**src/aaf_pkg.sv**
```systemverilog
package aaf_pkg;

  // Register bus geometry
  localparam int          AXI_ADDR_W     = 4;             // Byte address bits decoded
  localparam int          AXI_DATA_W     = 32;            // Register data width
  localparam logic [1:0]  RESP_OKAY      = 2'h0;          // Normal completion
  localparam logic [1:0]  RESP_SLVERR    = 2'h2;          // Unmapped address, or a write to status

  // Register byte offsets
  localparam logic [3:0]  REG_CTRL       = 4'h0;          // Local method select
  localparam logic [3:0]  REG_THRESH     = 4'h4;          // Fill thresholds
  localparam logic [3:0]  REG_CHARS      = 4'h8;          // Resume and pause codes
  localparam logic [3:0]  REG_STATUS     = 4'hC;          // Live state, read only

  // Field positions
  localparam int          CTRL_METHOD    = 0;             // 0 circuit pair, 1 in-band
  localparam int          TH_W           = 4;             // Threshold field width
  localparam int          TH_UP_LSB      = 0;             // upper_fill_threshold
  localparam int          TH_LO_LSB      = 8;             // lower_fill_threshold
  localparam int          CHR_W          = 7;             // Seven-bit character codes
  localparam int          CHR_RES_LSB    = 0;             // Resume code
  localparam int          CHR_PAU_LSB    = 8;             // Pause code
  localparam int          ST_CNT_LSB     = 0;             // Buffer fill count
  localparam int          ST_TXOFF       = 8;             // Our outgoing flow bit is OFF
  localparam int          ST_FAROFF      = 9;             // Far end asked us to stop
  localparam int          ST_HOLD        = 10;            // Outbound holding slot full
  localparam int          ST_STOP        = 11;            // Terminal is being stopped

  // Reset values
  localparam logic [TH_W-1:0]  UPPER_RST = 4'h6;          // Above this, flow bit OFF
  localparam logic [TH_W-1:0]  LOWER_RST = 4'h2;          // Below this, flow bit ON
  localparam logic [CHR_W-1:0] RESUME_RST = 7'h11;        // Table position 1/1
  localparam logic [CHR_W-1:0] PAUSE_RST  = 7'h13;        // Table position 1/3

  // Frame status bit coding
  localparam logic        FLOW_ON        = 1'b0;          // ON travels as zero
  localparam logic        FLOW_OFF       = 1'b1;          // OFF travels as one
  localparam logic [7:0]  IDLE_FILL      = 8'hFF;         // Data bits of an empty slot

  // Local flow control method
  typedef enum logic {
    AAF_CIRCUIT = 1'b0,
    AAF_INBAND  = 1'b1
  } aaf_method_e;

  // In-band signalling state
  typedef enum logic [1:0] {
    IB_RUN        = 2'b00,
    IB_SEND_PAUSE = 2'b01,
    IB_PAUSED     = 2'b10,
    IB_SEND_RES   = 2'b11
  } aaf_ib_state_e;

endpackage : aaf_pkg

```
**src/aaf_flow_ctrl.sv**
```systemverilog
// Line-side character buffer
module aaf_fifo #(
  parameter int WIDTH = 8,
  parameter int DEPTH = 8,
  parameter int CNT_W = $clog2(DEPTH + 1)
) (
  input  wire logic             aclk,
  input  wire logic             aresetn,
  input  wire logic             in_valid,
  output logic                  in_ready,
  input  wire logic [WIDTH-1:0] in_data,
  output logic                  out_valid,
  input  wire logic             out_ready,
  output logic [WIDTH-1:0]      out_data,
  output logic [CNT_W-1:0]      count
);
  localparam int PTR_W = (DEPTH > 1) ? $clog2(DEPTH) : 1;

  logic [WIDTH-1:0] mem_reg [DEPTH];   // Storage
  logic [PTR_W-1:0] wr_ptr_reg;        // Next write slot
  logic [PTR_W-1:0] rd_ptr_reg;        // Oldest entry
  logic [CNT_W-1:0] cnt_reg;           // Entries held
  logic             push;              // Write this cycle
  logic             pop;               // Read this cycle

  // Full and empty come straight from the count
  assign in_ready  = (cnt_reg != CNT_W'(DEPTH));
  assign out_valid = (cnt_reg != '0);
  assign out_data  = mem_reg[rd_ptr_reg];
  assign count     = cnt_reg;
  assign push      = in_valid && in_ready;
  assign pop       = out_valid && out_ready;

  // Pointer advance wraps at DEPTH, which need not be a power of two
  function automatic logic [PTR_W-1:0] ptr_inc(input logic [PTR_W-1:0] p);
    ptr_inc = (p == PTR_W'(DEPTH - 1)) ? '0 : p + 1'b1;
  endfunction : ptr_inc

  // Data store, no reset needed
  always_ff @(posedge aclk) begin
    if (push) begin
      mem_reg[wr_ptr_reg] <= in_data;
    end
  end

  // Pointers and count
  always_ff @(posedge aclk) begin
    if (!aresetn) begin
      wr_ptr_reg <= '0;
      rd_ptr_reg <= '0;
      cnt_reg    <= '0;
    end else begin
      if (push) begin
        wr_ptr_reg <= ptr_inc(wr_ptr_reg);
      end
      if (pop) begin
        rd_ptr_reg <= ptr_inc(rd_ptr_reg);
      end
      if (push && !pop) begin
        cnt_reg <= cnt_reg + 1'b1;
      end else if (pop && !push) begin
        cnt_reg <= cnt_reg - 1'b1;
      end
    end
  end
endmodule : aaf_fifo

// Flow control core with register slave
module aaf_flow_ctrl #(
  parameter int FIFO_DEPTH = 8
) (
  input  wire logic                          aclk,
  input  wire logic                          aresetn,
  // AXI4-Lite slave
  input  wire logic [aaf_pkg::AXI_ADDR_W-1:0] s_axi_awaddr,
  input  wire logic                          s_axi_awvalid,
  output logic                               s_axi_awready,
  input  wire logic [aaf_pkg::AXI_DATA_W-1:0] s_axi_wdata,
  input  wire logic [3:0]                    s_axi_wstrb,
  input  wire logic                          s_axi_wvalid,
  output logic                               s_axi_wready,
  output logic [1:0]                         s_axi_bresp,
  output logic                               s_axi_bvalid,
  input  wire logic                          s_axi_bready,
  input  wire logic [aaf_pkg::AXI_ADDR_W-1:0] s_axi_araddr,
  input  wire logic                          s_axi_arvalid,
  output logic                               s_axi_arready,
  output logic [aaf_pkg::AXI_DATA_W-1:0]     s_axi_rdata,
  output logic [1:0]                         s_axi_rresp,
  output logic                               s_axi_rvalid,
  input  wire logic                          s_axi_rready,
  // Local terminal
  input  wire logic                          term_rts,
  output logic                               term_cts,
  input  wire logic                          term_rx_valid,
  output logic                               term_rx_ready,
  input  wire logic [7:0]                    term_rx_data,
  output logic                               term_tx_valid,
  input  wire logic                          term_tx_ready,
  output logic [7:0]                         term_tx_data,
  // Line receive side
  input  wire logic                          line_rx_valid,
  output logic                               line_rx_ready,
  input  wire logic [7:0]                    line_rx_data,
  input  wire logic                          line_rx_frame,
  input  wire logic                          line_rx_flow_bit,
  // Line transmit side
  input  wire logic                          line_tx_frame,
  output logic [7:0]                         line_tx_data,
  output logic                               line_tx_char_valid,
  output logic                               line_tx_flow_bit
);
  import aaf_pkg::*;

  localparam int CNT_W = $clog2(FIFO_DEPTH + 1);

  aaf_method_e      method_reg;        // Selected local method
  logic [TH_W-1:0]  upper_reg;         // upper_fill_threshold
  logic [TH_W-1:0]  lower_reg;         // lower_fill_threshold
  logic [CHR_W-1:0] resume_reg;        // Resume character code
  logic [CHR_W-1:0] pause_reg;         // Pause character code
  logic             tx_off_reg;        // Our outgoing flow bit is OFF
  logic             far_off_reg;       // Last far flow bit seen was OFF
  logic [7:0]       hold_reg;          // Character waiting for a frame slot
  logic             hold_full_reg;     // Holding slot occupied
  logic             hold_early_reg;    // Captured before the far end stopped us
  aaf_ib_state_e    ib_reg;            // In-band signalling state
  aaf_ib_state_e    ib_next;           // Its next value
  logic [CNT_W-1:0] fill_cnt;          // Buffer fill level
  logic             fifo_out_valid;    // Buffer has a character
  logic [7:0]       fifo_out_data;     // Oldest buffered character
  logic             fifo_pop;          // Terminal takes a buffered character
  logic             stop_req;          // Terminal must stop sending
  logic             inject;            // In-band code owns the terminal path
  logic             send_hold;         // Slot carries the held character
  logic             aw_got_reg;        // Write address captured
  logic             w_got_reg;         // Write data captured
  logic [AXI_ADDR_W-1:0] awaddr_reg;   // Captured write address
  logic [AXI_DATA_W-1:0] wdata_reg;    // Captured write data
  logic [3:0]       wstrb_reg;         // Captured byte enables
  logic             wr_fire;           // Both halves of a write present

  // Line characters are buffered; arrivals after throttling still land here
  aaf_fifo #(
    .WIDTH    (8),
    .DEPTH    (FIFO_DEPTH),
    .CNT_W    (CNT_W)
  ) u_line_buf (
    .aclk      (aclk),
    .aresetn   (aresetn),
    .in_valid  (line_rx_valid),
    .in_ready  (line_rx_ready),
    .in_data   (line_rx_data),
    .out_valid (fifo_out_valid),
    .out_ready (fifo_pop),
    .out_data  (fifo_out_data),
    .count     (fill_cnt)
  );

  // A full holding slot means the terminal outruns the line: throttle it
  assign stop_req = far_off_reg || hold_full_reg;

  // Circuit pair: grant only on request and only while nothing stops us
  assign term_cts = (method_reg == AAF_CIRCUIT) && term_rts && !stop_req;

  // A character the terminal already started is always taken if there is room
  assign term_rx_ready = !hold_full_reg;

  // In-band codes pre-empt buffered data toward the terminal
  assign inject        = (ib_reg == IB_SEND_PAUSE) || (ib_reg == IB_SEND_RES);
  assign term_tx_valid = inject || fifo_out_valid;
  assign term_tx_data  = (ib_reg == IB_SEND_PAUSE) ? {1'b0, pause_reg} :
                         (ib_reg == IB_SEND_RES)   ? {1'b0, resume_reg} : fifo_out_data;
  assign fifo_pop      = !inject && term_tx_ready;

  // In-band next state; only this method may use the state machine
  always_comb begin
    ib_next = ib_reg;
    if (method_reg != AAF_INBAND) begin
      ib_next = IB_RUN;
    end else begin
      case (ib_reg)
        IB_RUN: begin
          if (stop_req) begin
            ib_next = IB_SEND_PAUSE;
          end
        end
        IB_SEND_PAUSE: begin
          if (term_tx_ready) begin
            ib_next = IB_PAUSED;
          end
        end
        IB_PAUSED: begin
          if (!stop_req) begin
            ib_next = IB_SEND_RES;
          end
        end
        IB_SEND_RES: begin
          if (term_tx_ready) begin
            ib_next = IB_RUN;
          end
        end
        default: begin
          ib_next = IB_RUN;
        end
      endcase
    end
  end

  // In-band state register
  always_ff @(posedge aclk) begin
    if (!aresetn) begin
      ib_reg <= IB_RUN;
    end else begin
      ib_reg <= ib_next;
    end
  end

  // Far-end flow bit, sampled once per received frame
  always_ff @(posedge aclk) begin
    if (!aresetn) begin
      far_off_reg <= 1'b0;
    end else if (line_rx_frame) begin
      far_off_reg <= (line_rx_flow_bit == FLOW_OFF);
    end
  end

  // Outgoing flow bit with hysteresis between the two thresholds
  always_ff @(posedge aclk) begin
    if (!aresetn) begin
      tx_off_reg <= 1'b0;
    end else if (!tx_off_reg && (fill_cnt > CNT_W'(upper_reg))) begin
      tx_off_reg <= 1'b1;
    end else if (tx_off_reg && (fill_cnt < CNT_W'(lower_reg))) begin
      tx_off_reg <= 1'b0;
    end
  end

  // Held character leaves unless the far end had already stopped us when it arrived and still does
  assign send_hold = hold_full_reg && (!far_off_reg || hold_early_reg);

  // Holding slot between terminal and line
  always_ff @(posedge aclk) begin
    if (!aresetn) begin
      hold_reg       <= 8'h00;
      hold_full_reg  <= 1'b0;
      hold_early_reg <= 1'b0;
    end else if (term_rx_valid && !hold_full_reg) begin
      hold_reg       <= term_rx_data;
      hold_full_reg  <= 1'b1;
      hold_early_reg <= !far_off_reg;
    end else if (line_tx_frame && send_hold) begin
      hold_full_reg  <= 1'b0;
    end
  end

  // One character slot per outgoing frame; empty slots carry all ones
  always_ff @(posedge aclk) begin
    if (!aresetn) begin
      line_tx_data       <= IDLE_FILL;
      line_tx_char_valid <= 1'b0;
      line_tx_flow_bit   <= FLOW_ON;
    end else if (line_tx_frame) begin
      line_tx_data       <= send_hold ? hold_reg : IDLE_FILL;
      line_tx_char_valid <= send_hold;
      line_tx_flow_bit   <= tx_off_reg ? FLOW_OFF : FLOW_ON;
    end
  end

  // Write channel: address and data taken in either order
  assign s_axi_awready = !aw_got_reg && !s_axi_bvalid;
  assign s_axi_wready  = !w_got_reg && !s_axi_bvalid;
  assign wr_fire       = aw_got_reg && w_got_reg && !s_axi_bvalid;

  // Capture write halves
  always_ff @(posedge aclk) begin
    if (!aresetn) begin
      aw_got_reg <= 1'b0;
      w_got_reg  <= 1'b0;
      awaddr_reg <= '0;
      wdata_reg  <= '0;
      wstrb_reg  <= 4'h0;
    end else if (wr_fire) begin
      aw_got_reg <= 1'b0;
      w_got_reg  <= 1'b0;
    end else begin
      if (s_axi_awvalid && s_axi_awready) begin
        aw_got_reg <= 1'b1;
        awaddr_reg <= s_axi_awaddr;
      end
      if (s_axi_wvalid && s_axi_wready) begin
        w_got_reg <= 1'b1;
        wdata_reg <= s_axi_wdata;
        wstrb_reg <= s_axi_wstrb;
      end
    end
  end

  // Write response; status and unmapped words answer an error
  always_ff @(posedge aclk) begin
    if (!aresetn) begin
      s_axi_bvalid <= 1'b0;
      s_axi_bresp  <= RESP_OKAY;
    end else if (wr_fire) begin
      s_axi_bvalid <= 1'b1;
      s_axi_bresp  <= (awaddr_reg == REG_CTRL || awaddr_reg == REG_THRESH ||
                       awaddr_reg == REG_CHARS) ? RESP_OKAY : RESP_SLVERR;
    end else if (s_axi_bready) begin
      s_axi_bvalid <= 1'b0;
    end
  end

  // Configuration registers, written byte lane by byte lane
  always_ff @(posedge aclk) begin
    if (!aresetn) begin
      method_reg <= AAF_CIRCUIT;
      upper_reg  <= UPPER_RST;
      lower_reg  <= LOWER_RST;
      resume_reg <= RESUME_RST;
      pause_reg  <= PAUSE_RST;
    end else if (wr_fire) begin
      case (awaddr_reg)
        REG_CTRL: begin
          if (wstrb_reg[0]) begin
            method_reg <= aaf_method_e'(wdata_reg[CTRL_METHOD]);
          end
        end
        REG_THRESH: begin
          // Software must keep lower above zero or the bit never clears
          if (wstrb_reg[0]) begin
            upper_reg <= wdata_reg[TH_UP_LSB +: TH_W];
          end
          if (wstrb_reg[1]) begin
            lower_reg <= wdata_reg[TH_LO_LSB +: TH_W];
          end
        end
        REG_CHARS: begin
          if (wstrb_reg[0]) begin
            resume_reg <= wdata_reg[CHR_RES_LSB +: CHR_W];
          end
          if (wstrb_reg[1]) begin
            pause_reg <= wdata_reg[CHR_PAU_LSB +: CHR_W];
          end
        end
        default: begin
        end
      endcase
    end
  end

  // Read channel: one read at a time, answered the cycle after acceptance
  assign s_axi_arready = !s_axi_rvalid;

  // Read data and response
  always_ff @(posedge aclk) begin
    if (!aresetn) begin
      s_axi_rvalid <= 1'b0;
      s_axi_rdata  <= '0;
      s_axi_rresp  <= RESP_OKAY;
    end else if (s_axi_arvalid && s_axi_arready) begin
      s_axi_rvalid <= 1'b1;
      s_axi_rdata  <= '0;
      s_axi_rresp  <= RESP_OKAY;
      case (s_axi_araddr)
        REG_CTRL: begin
          s_axi_rdata[CTRL_METHOD] <= method_reg;
        end
        REG_THRESH: begin
          s_axi_rdata[TH_UP_LSB +: TH_W] <= upper_reg;
          s_axi_rdata[TH_LO_LSB +: TH_W] <= lower_reg;
        end
        REG_CHARS: begin
          s_axi_rdata[CHR_RES_LSB +: CHR_W] <= resume_reg;
          s_axi_rdata[CHR_PAU_LSB +: CHR_W] <= pause_reg;
        end
        REG_STATUS: begin
          s_axi_rdata[ST_CNT_LSB +: CNT_W] <= fill_cnt;
          s_axi_rdata[ST_TXOFF]            <= tx_off_reg;
          s_axi_rdata[ST_FAROFF]           <= far_off_reg;
          s_axi_rdata[ST_HOLD]             <= hold_full_reg;
          s_axi_rdata[ST_STOP]             <= stop_req;
        end
        default: begin
          s_axi_rresp <= RESP_SLVERR;
        end
      endcase
    end else if (s_axi_rready) begin
      s_axi_rvalid <= 1'b0;
    end
  end
endmodule : aaf_flow_ctrl

```
**config.mk**
```make
export PLATFORM = sky130hd
export DESIGN_NAME = aaf_flow_ctrl
export DESIGN_NICKNAME = d
export VERILOG_FILES = /design/src/aaf_pkg.sv /design/src/aaf_flow_ctrl.sv
export SDC_FILE = /design/constraint.sdc
export NUM_CORES = 1
export LEC_CHECK = 0
export BUFFER_PORTS_ARGS = -buffer_cell sky130_fd_sc_hd__clkbuf_2
export CORE_ASPECT_RATIO = 0.6
export CORE_UTILIZATION = 55
export CTS_CLUSTER_DIAMETER = 60
export DETAILED_ROUTE_END_ITERATION = 10
export MAX_ROUTING_LAYER = met4
export PLACE_DENSITY = 0.88
export SYNTH_ARGS = -nofsm -noshare
export SYNTH_HDL_FRONTEND = slang
export SYNTH_HIERARCHICAL = 1
export SYNTH_SLANG_ARGS = --single-unit
```
**constraint.sdc**
```tcl
create_clock -name aclk -period 2.82 [get_ports aclk]
set_input_delay 0.564 -clock aclk [delete_from_list [all_inputs] [get_ports aclk]]
set_output_delay 0.564 -clock aclk [all_outputs]
set_load 0.02 [all_outputs]
```
==> results.sh <==
export IMPL_p_int_mw=4.593
export IMPL_fin_crit_ps=2827
export IMPL_post_cts_buffers=0
export IMPL_cts_buffers=17
export IMPL_yosysTopAreaCell="dfxtp_1"
export IMPL_start_util=0.5735
export IMPL_p_sw_frac=0.2992
export IMPL_crit_buf_inv=2
export IMPL_fmax_mhz=353.8
export IMPL_dp_cells=862
export IMPL_utilization=0.6711
export IMPL_dieArea_sq_um=13250
export IMPL_clock_sinks=164
export IMPL_crit_fanout=8
export IMPL_p_switching_mw=1.961
export IMPL_fin_skew_ps=6.514
export IMPL_worstSkewPairLatency_ps=420
export IMPL_antenna_left=0
export IMPL_grt_start_max_net_pins=37
export IMPL_reg2reg_depth=10
export IMPL_die_h_um=89.57
export IMPL_maxCapViolCount=0
export IMPL_std_cell_rows=31
export IMPL_critPathKind="flop to output port"
export IMPL_failed_checks="negative setup slack"
export IMPL_syn_instance_count=617
export IMPL_yosysTopAreaCellShare=0.2848
export IMPL_peakVddDrop_v=0.0004418
export IMPL_relSlewSlack=0.4924
export IMPL_grt_antenna_before_repair=0
export IMPL_worstPathArrival_ps=2260
export IMPL_die_width_um=147.9
export IMPL_gp_congestion=0.8757
export IMPL_synth_seq_cells=164
export IMPL_finalHoldViolCount=0
export IMPL_rsz0062_at_grt="yes"
export IMPL_drc=0
export IMPL_vias=5444
export IMPL_cts_tree="done"
export IMPL_worst_ep_required_time_ps=2260
export IMPL_clk_pin_slew_ps=60
export IMPL_setup_ws_ps=-6.591
export IMPL_fillerInstances=791
export IMPL_coreArea_sq_um=12260
export IMPL_grt_overflow_total=0
export IMPL_critical_path_top_delay_family="multiplexers"
export IMPL_min_to="s_axi_rvalid$_SDFFE_PN0P_"
export IMPL_track_usage=0.2860
export IMPL_yosys_area_share_simple=0.1337
export IMPL_placed_area_sq_um=7575
export IMPL_status="finished with violations"
export IMPL_slowest_delay_ps=550
export IMPL_netlist_top_cells_area="dfxtp_1 28%, edfxtp_1 27%, nand2_1 5.7%"
export IMPL_wl_per_cell_um=21.10
export IMPL_crit_path_top_delay_cell="mux4_1"
export IMPL_slew_violations=0
export IMPL_synth_top_family_by_area="simple AND/OR/NAND/NOR gates"
export IMPL_synthToLayoutAreaGrowth_pct=17.02
export IMPL_post_synth_cell_area_avg_sq_um=11.39
export IMPL_synth_cell_types=56
export IMPL_synth_compound_area_frac=0.09416
export IMPL_num_antenna_cells=0
export IMPL_dp_hpwl_um=11660
export IMPL_final_instance_count_excl_fill=895
export IMPL_endpoint_kind="output port"
export IMPL_timing_rr_end="u_line_buf/count[3]$_SDFFE_PN0P_"
export IMPL_hp_class="input pin to flop"
export IMPL_leakage_nw=3.283
export IMPL_synthesis_area_sq_um=7029
export IMPL_p_comb_frac=0.231
export IMPL_tightest_slew_ps=758.5
export IMPL_wl_um=18890
export IMPL_synthAdderAreaFrac=0.03489
export IMPL_grt_pass1_vias=5088
export IMPL_ys_seq_area_frac=0.5582
export IMPL_min_from="s_axi_rready"
export IMPL_drive_gt1_frac=0.2603
export IMPL_drt_iter0_markers=564
export IMPL_ctsLongestPathBuffers=2
export IMPL_dr_pass1_iters=6
export IMPL_hold_buffers=0
export IMPL_powerDensity_nw_per_um2=796.7
export IMPL_cts_max_level=4
export IMPL_post_route_cell_area_sq_um=8225
export IMPL_drt_vias_per_instance=6.083
export IMPL_worstSetupStartpointType="flop"
export IMPL_hold_depth=2
export IMPL_clockPowerShare=0.343
export IMPL_period_share=1.002
export IMPL_synth_flop_cell="dfxtp_1"
export IMPL_total_power_mw=6.554
export IMPL_nNetsFinal=810
export IMPL_synthMuxAreaShare=0.1191
export IMPL_cp_cell_sequence="buf_12, mux4_1, mux2_2, mux2i_2, o21ai_1, buf_2"
export IMPL_synthArstFlopShare=0
export IMPL_grt_pass1_wl_um=27080
export IMPL_synth_edf_count=64
export IMPL_largest_reg_flops=64
export IMPL_setup_viol=1
export IMPL_io_buffer_count=96
export IMPL_io_pin_count=137
export IMPL_cts_root_buffer="clkbuf_16"
export IMPL_reg2reg_slack_ps=190
export IMPL_synthXorXnorAreaFrac=0.002492
export IMPL_seq_power_share=0.426
export IMPL_yosysWarnings=6
export IMPL_regToRegStartpoint="u_line_buf/count[0]$_SDFFE_PN0P_"
==> cell families after synthesis <==
| kind of cell | Yosys count |
|---|---|
| DFF | 164 |
| AOI/OAI and AO/OA | 110 |
| buffers and inverters | 69 |
| other | 1 |
| and+or+nand+nor | 197 |
| xor gates and xnor gates | 2 |
| muxes | 55 |
| adders and majority gates | 19 |
==> how the worst max path moves through the flow <==
stage          cells past startpoint                               end  slack (ps)
3_5_place_dp                      10  u_line_buf/count[3]$_SDFFE_PN0P_         200
2_1_floorplan                     10  u_line_buf/count[3]$_SDFFE_PN0P_         370
4_1_cts                            6                   term_tx_data[6]         -40
6_report                           6                   term_tx_data[3]          -7
5_1_grt                            6                   term_tx_data[3]         -40
3_3_place_gp                      10  u_line_buf/count[3]$_SDFFE_PN0P_         280
==> area by class of cell <==
class                      instances  area (sq um)  share of cell area
timing repair buffer             113         653.1             0.07940
inverter                          18         67.56            0.008214
clock buffer                      23         520.5             0.06328
sequential                       164          3930              0.4778
multi-input combinational        403          2785              0.3386
clock inverter                     9         62.56            0.007606
tap                              165         206.4             0.02510
==> power by group through the flow <==
| stage | registers (mW) | logic [mW] | clock network [mW] |
|---|---|---|---|
| floorplan | 2.77 | 0.959 | 0 |
| global placement | 2.78 | 1.21 | 0 |
| detailed placement | 2.80 | 1.30 | 0 |
| CTS | 2.77 | 1.43 | 2.26 |
| global route | 2.80 | 1.60 | 2.35 |
| finish | 2.79 | 1.51 | 2.25 |
==> Yosys cell counts (5+ instances only) <==
cell type	instances
ha_1	18
inv_1	16
buf_2	9
a21boi_0	6
dfxtp_1	100
o21ai_0	36
nand2b_1	6
a21oi_1	31
nor2_1	29
buf_4	22
nor3_1	5
mux2_2	14
a22oi_1	12
nand3_1	19
mux4_1	15
a211oi_1	8
clkbuf_1	11
mux2i_1	24
edfxtp_1	64
and2_1	6
o22ai_1	8
nand2_1	106
==> metal layers <==
metal / GRT usage / part of all wire
met1: 0.3481 / 0.40
met5: - / 0
met4: 0.1368 / 0.041
met2: 0.4644 / 0.47
met3: 0.06061 / 0.088
==> per-stage QoR <==
step                      TNS (ps)  setup WS (ps)  hold WS (ps)
after detailed placement         0          197.8         447.7
after CTS                   -93.76         -35.76         324.3
final                       -6.591         -6.591         333.1
after global routing        -77.03         -36.72         334.6
after floorplan                  0          367.9         435.7
after global placement           0          284.8         442.8
==> placed cells by master (no fill, tap or decap), types with 9 or more instances in the layout <==
cell / instances
edfxtp_1: 64
nand3_1: 19
inv_1: 16
dfxtp_1: 97
mux4_2: 9
clkbuf_2: 90
mux2i_1: 21
a22oi_1: 12
a21oi_1: 31
conb_1: 20
o21ai_0: 30
buf_4: 19
ha_1: 18
nand2_1: 105
mux2_2: 11
nor2_1: 29
clkbuf_16: 19
==> worst reg2reg max path: stages, from the launching register on <==
cell and delay [ps]:
dfxtp_1 430, or4b_4 580, nand2_4 150, inv_2 70, ha_1 210, inv_1 130
ha_1 300, a21oi_1 210, a211oi_1 100, a31oi_1 180, mux2i_1 200
==> timing repair <==
action	4_1_cts	5_1_grt
gates resized for setup	14	27
endpoints found under the hold margin	0	0
pin swaps	0	3
gates cloned	1	0
endpoints found under the setup margin	7	8
No activity file was read; power rests on OpenSTA's default activity.
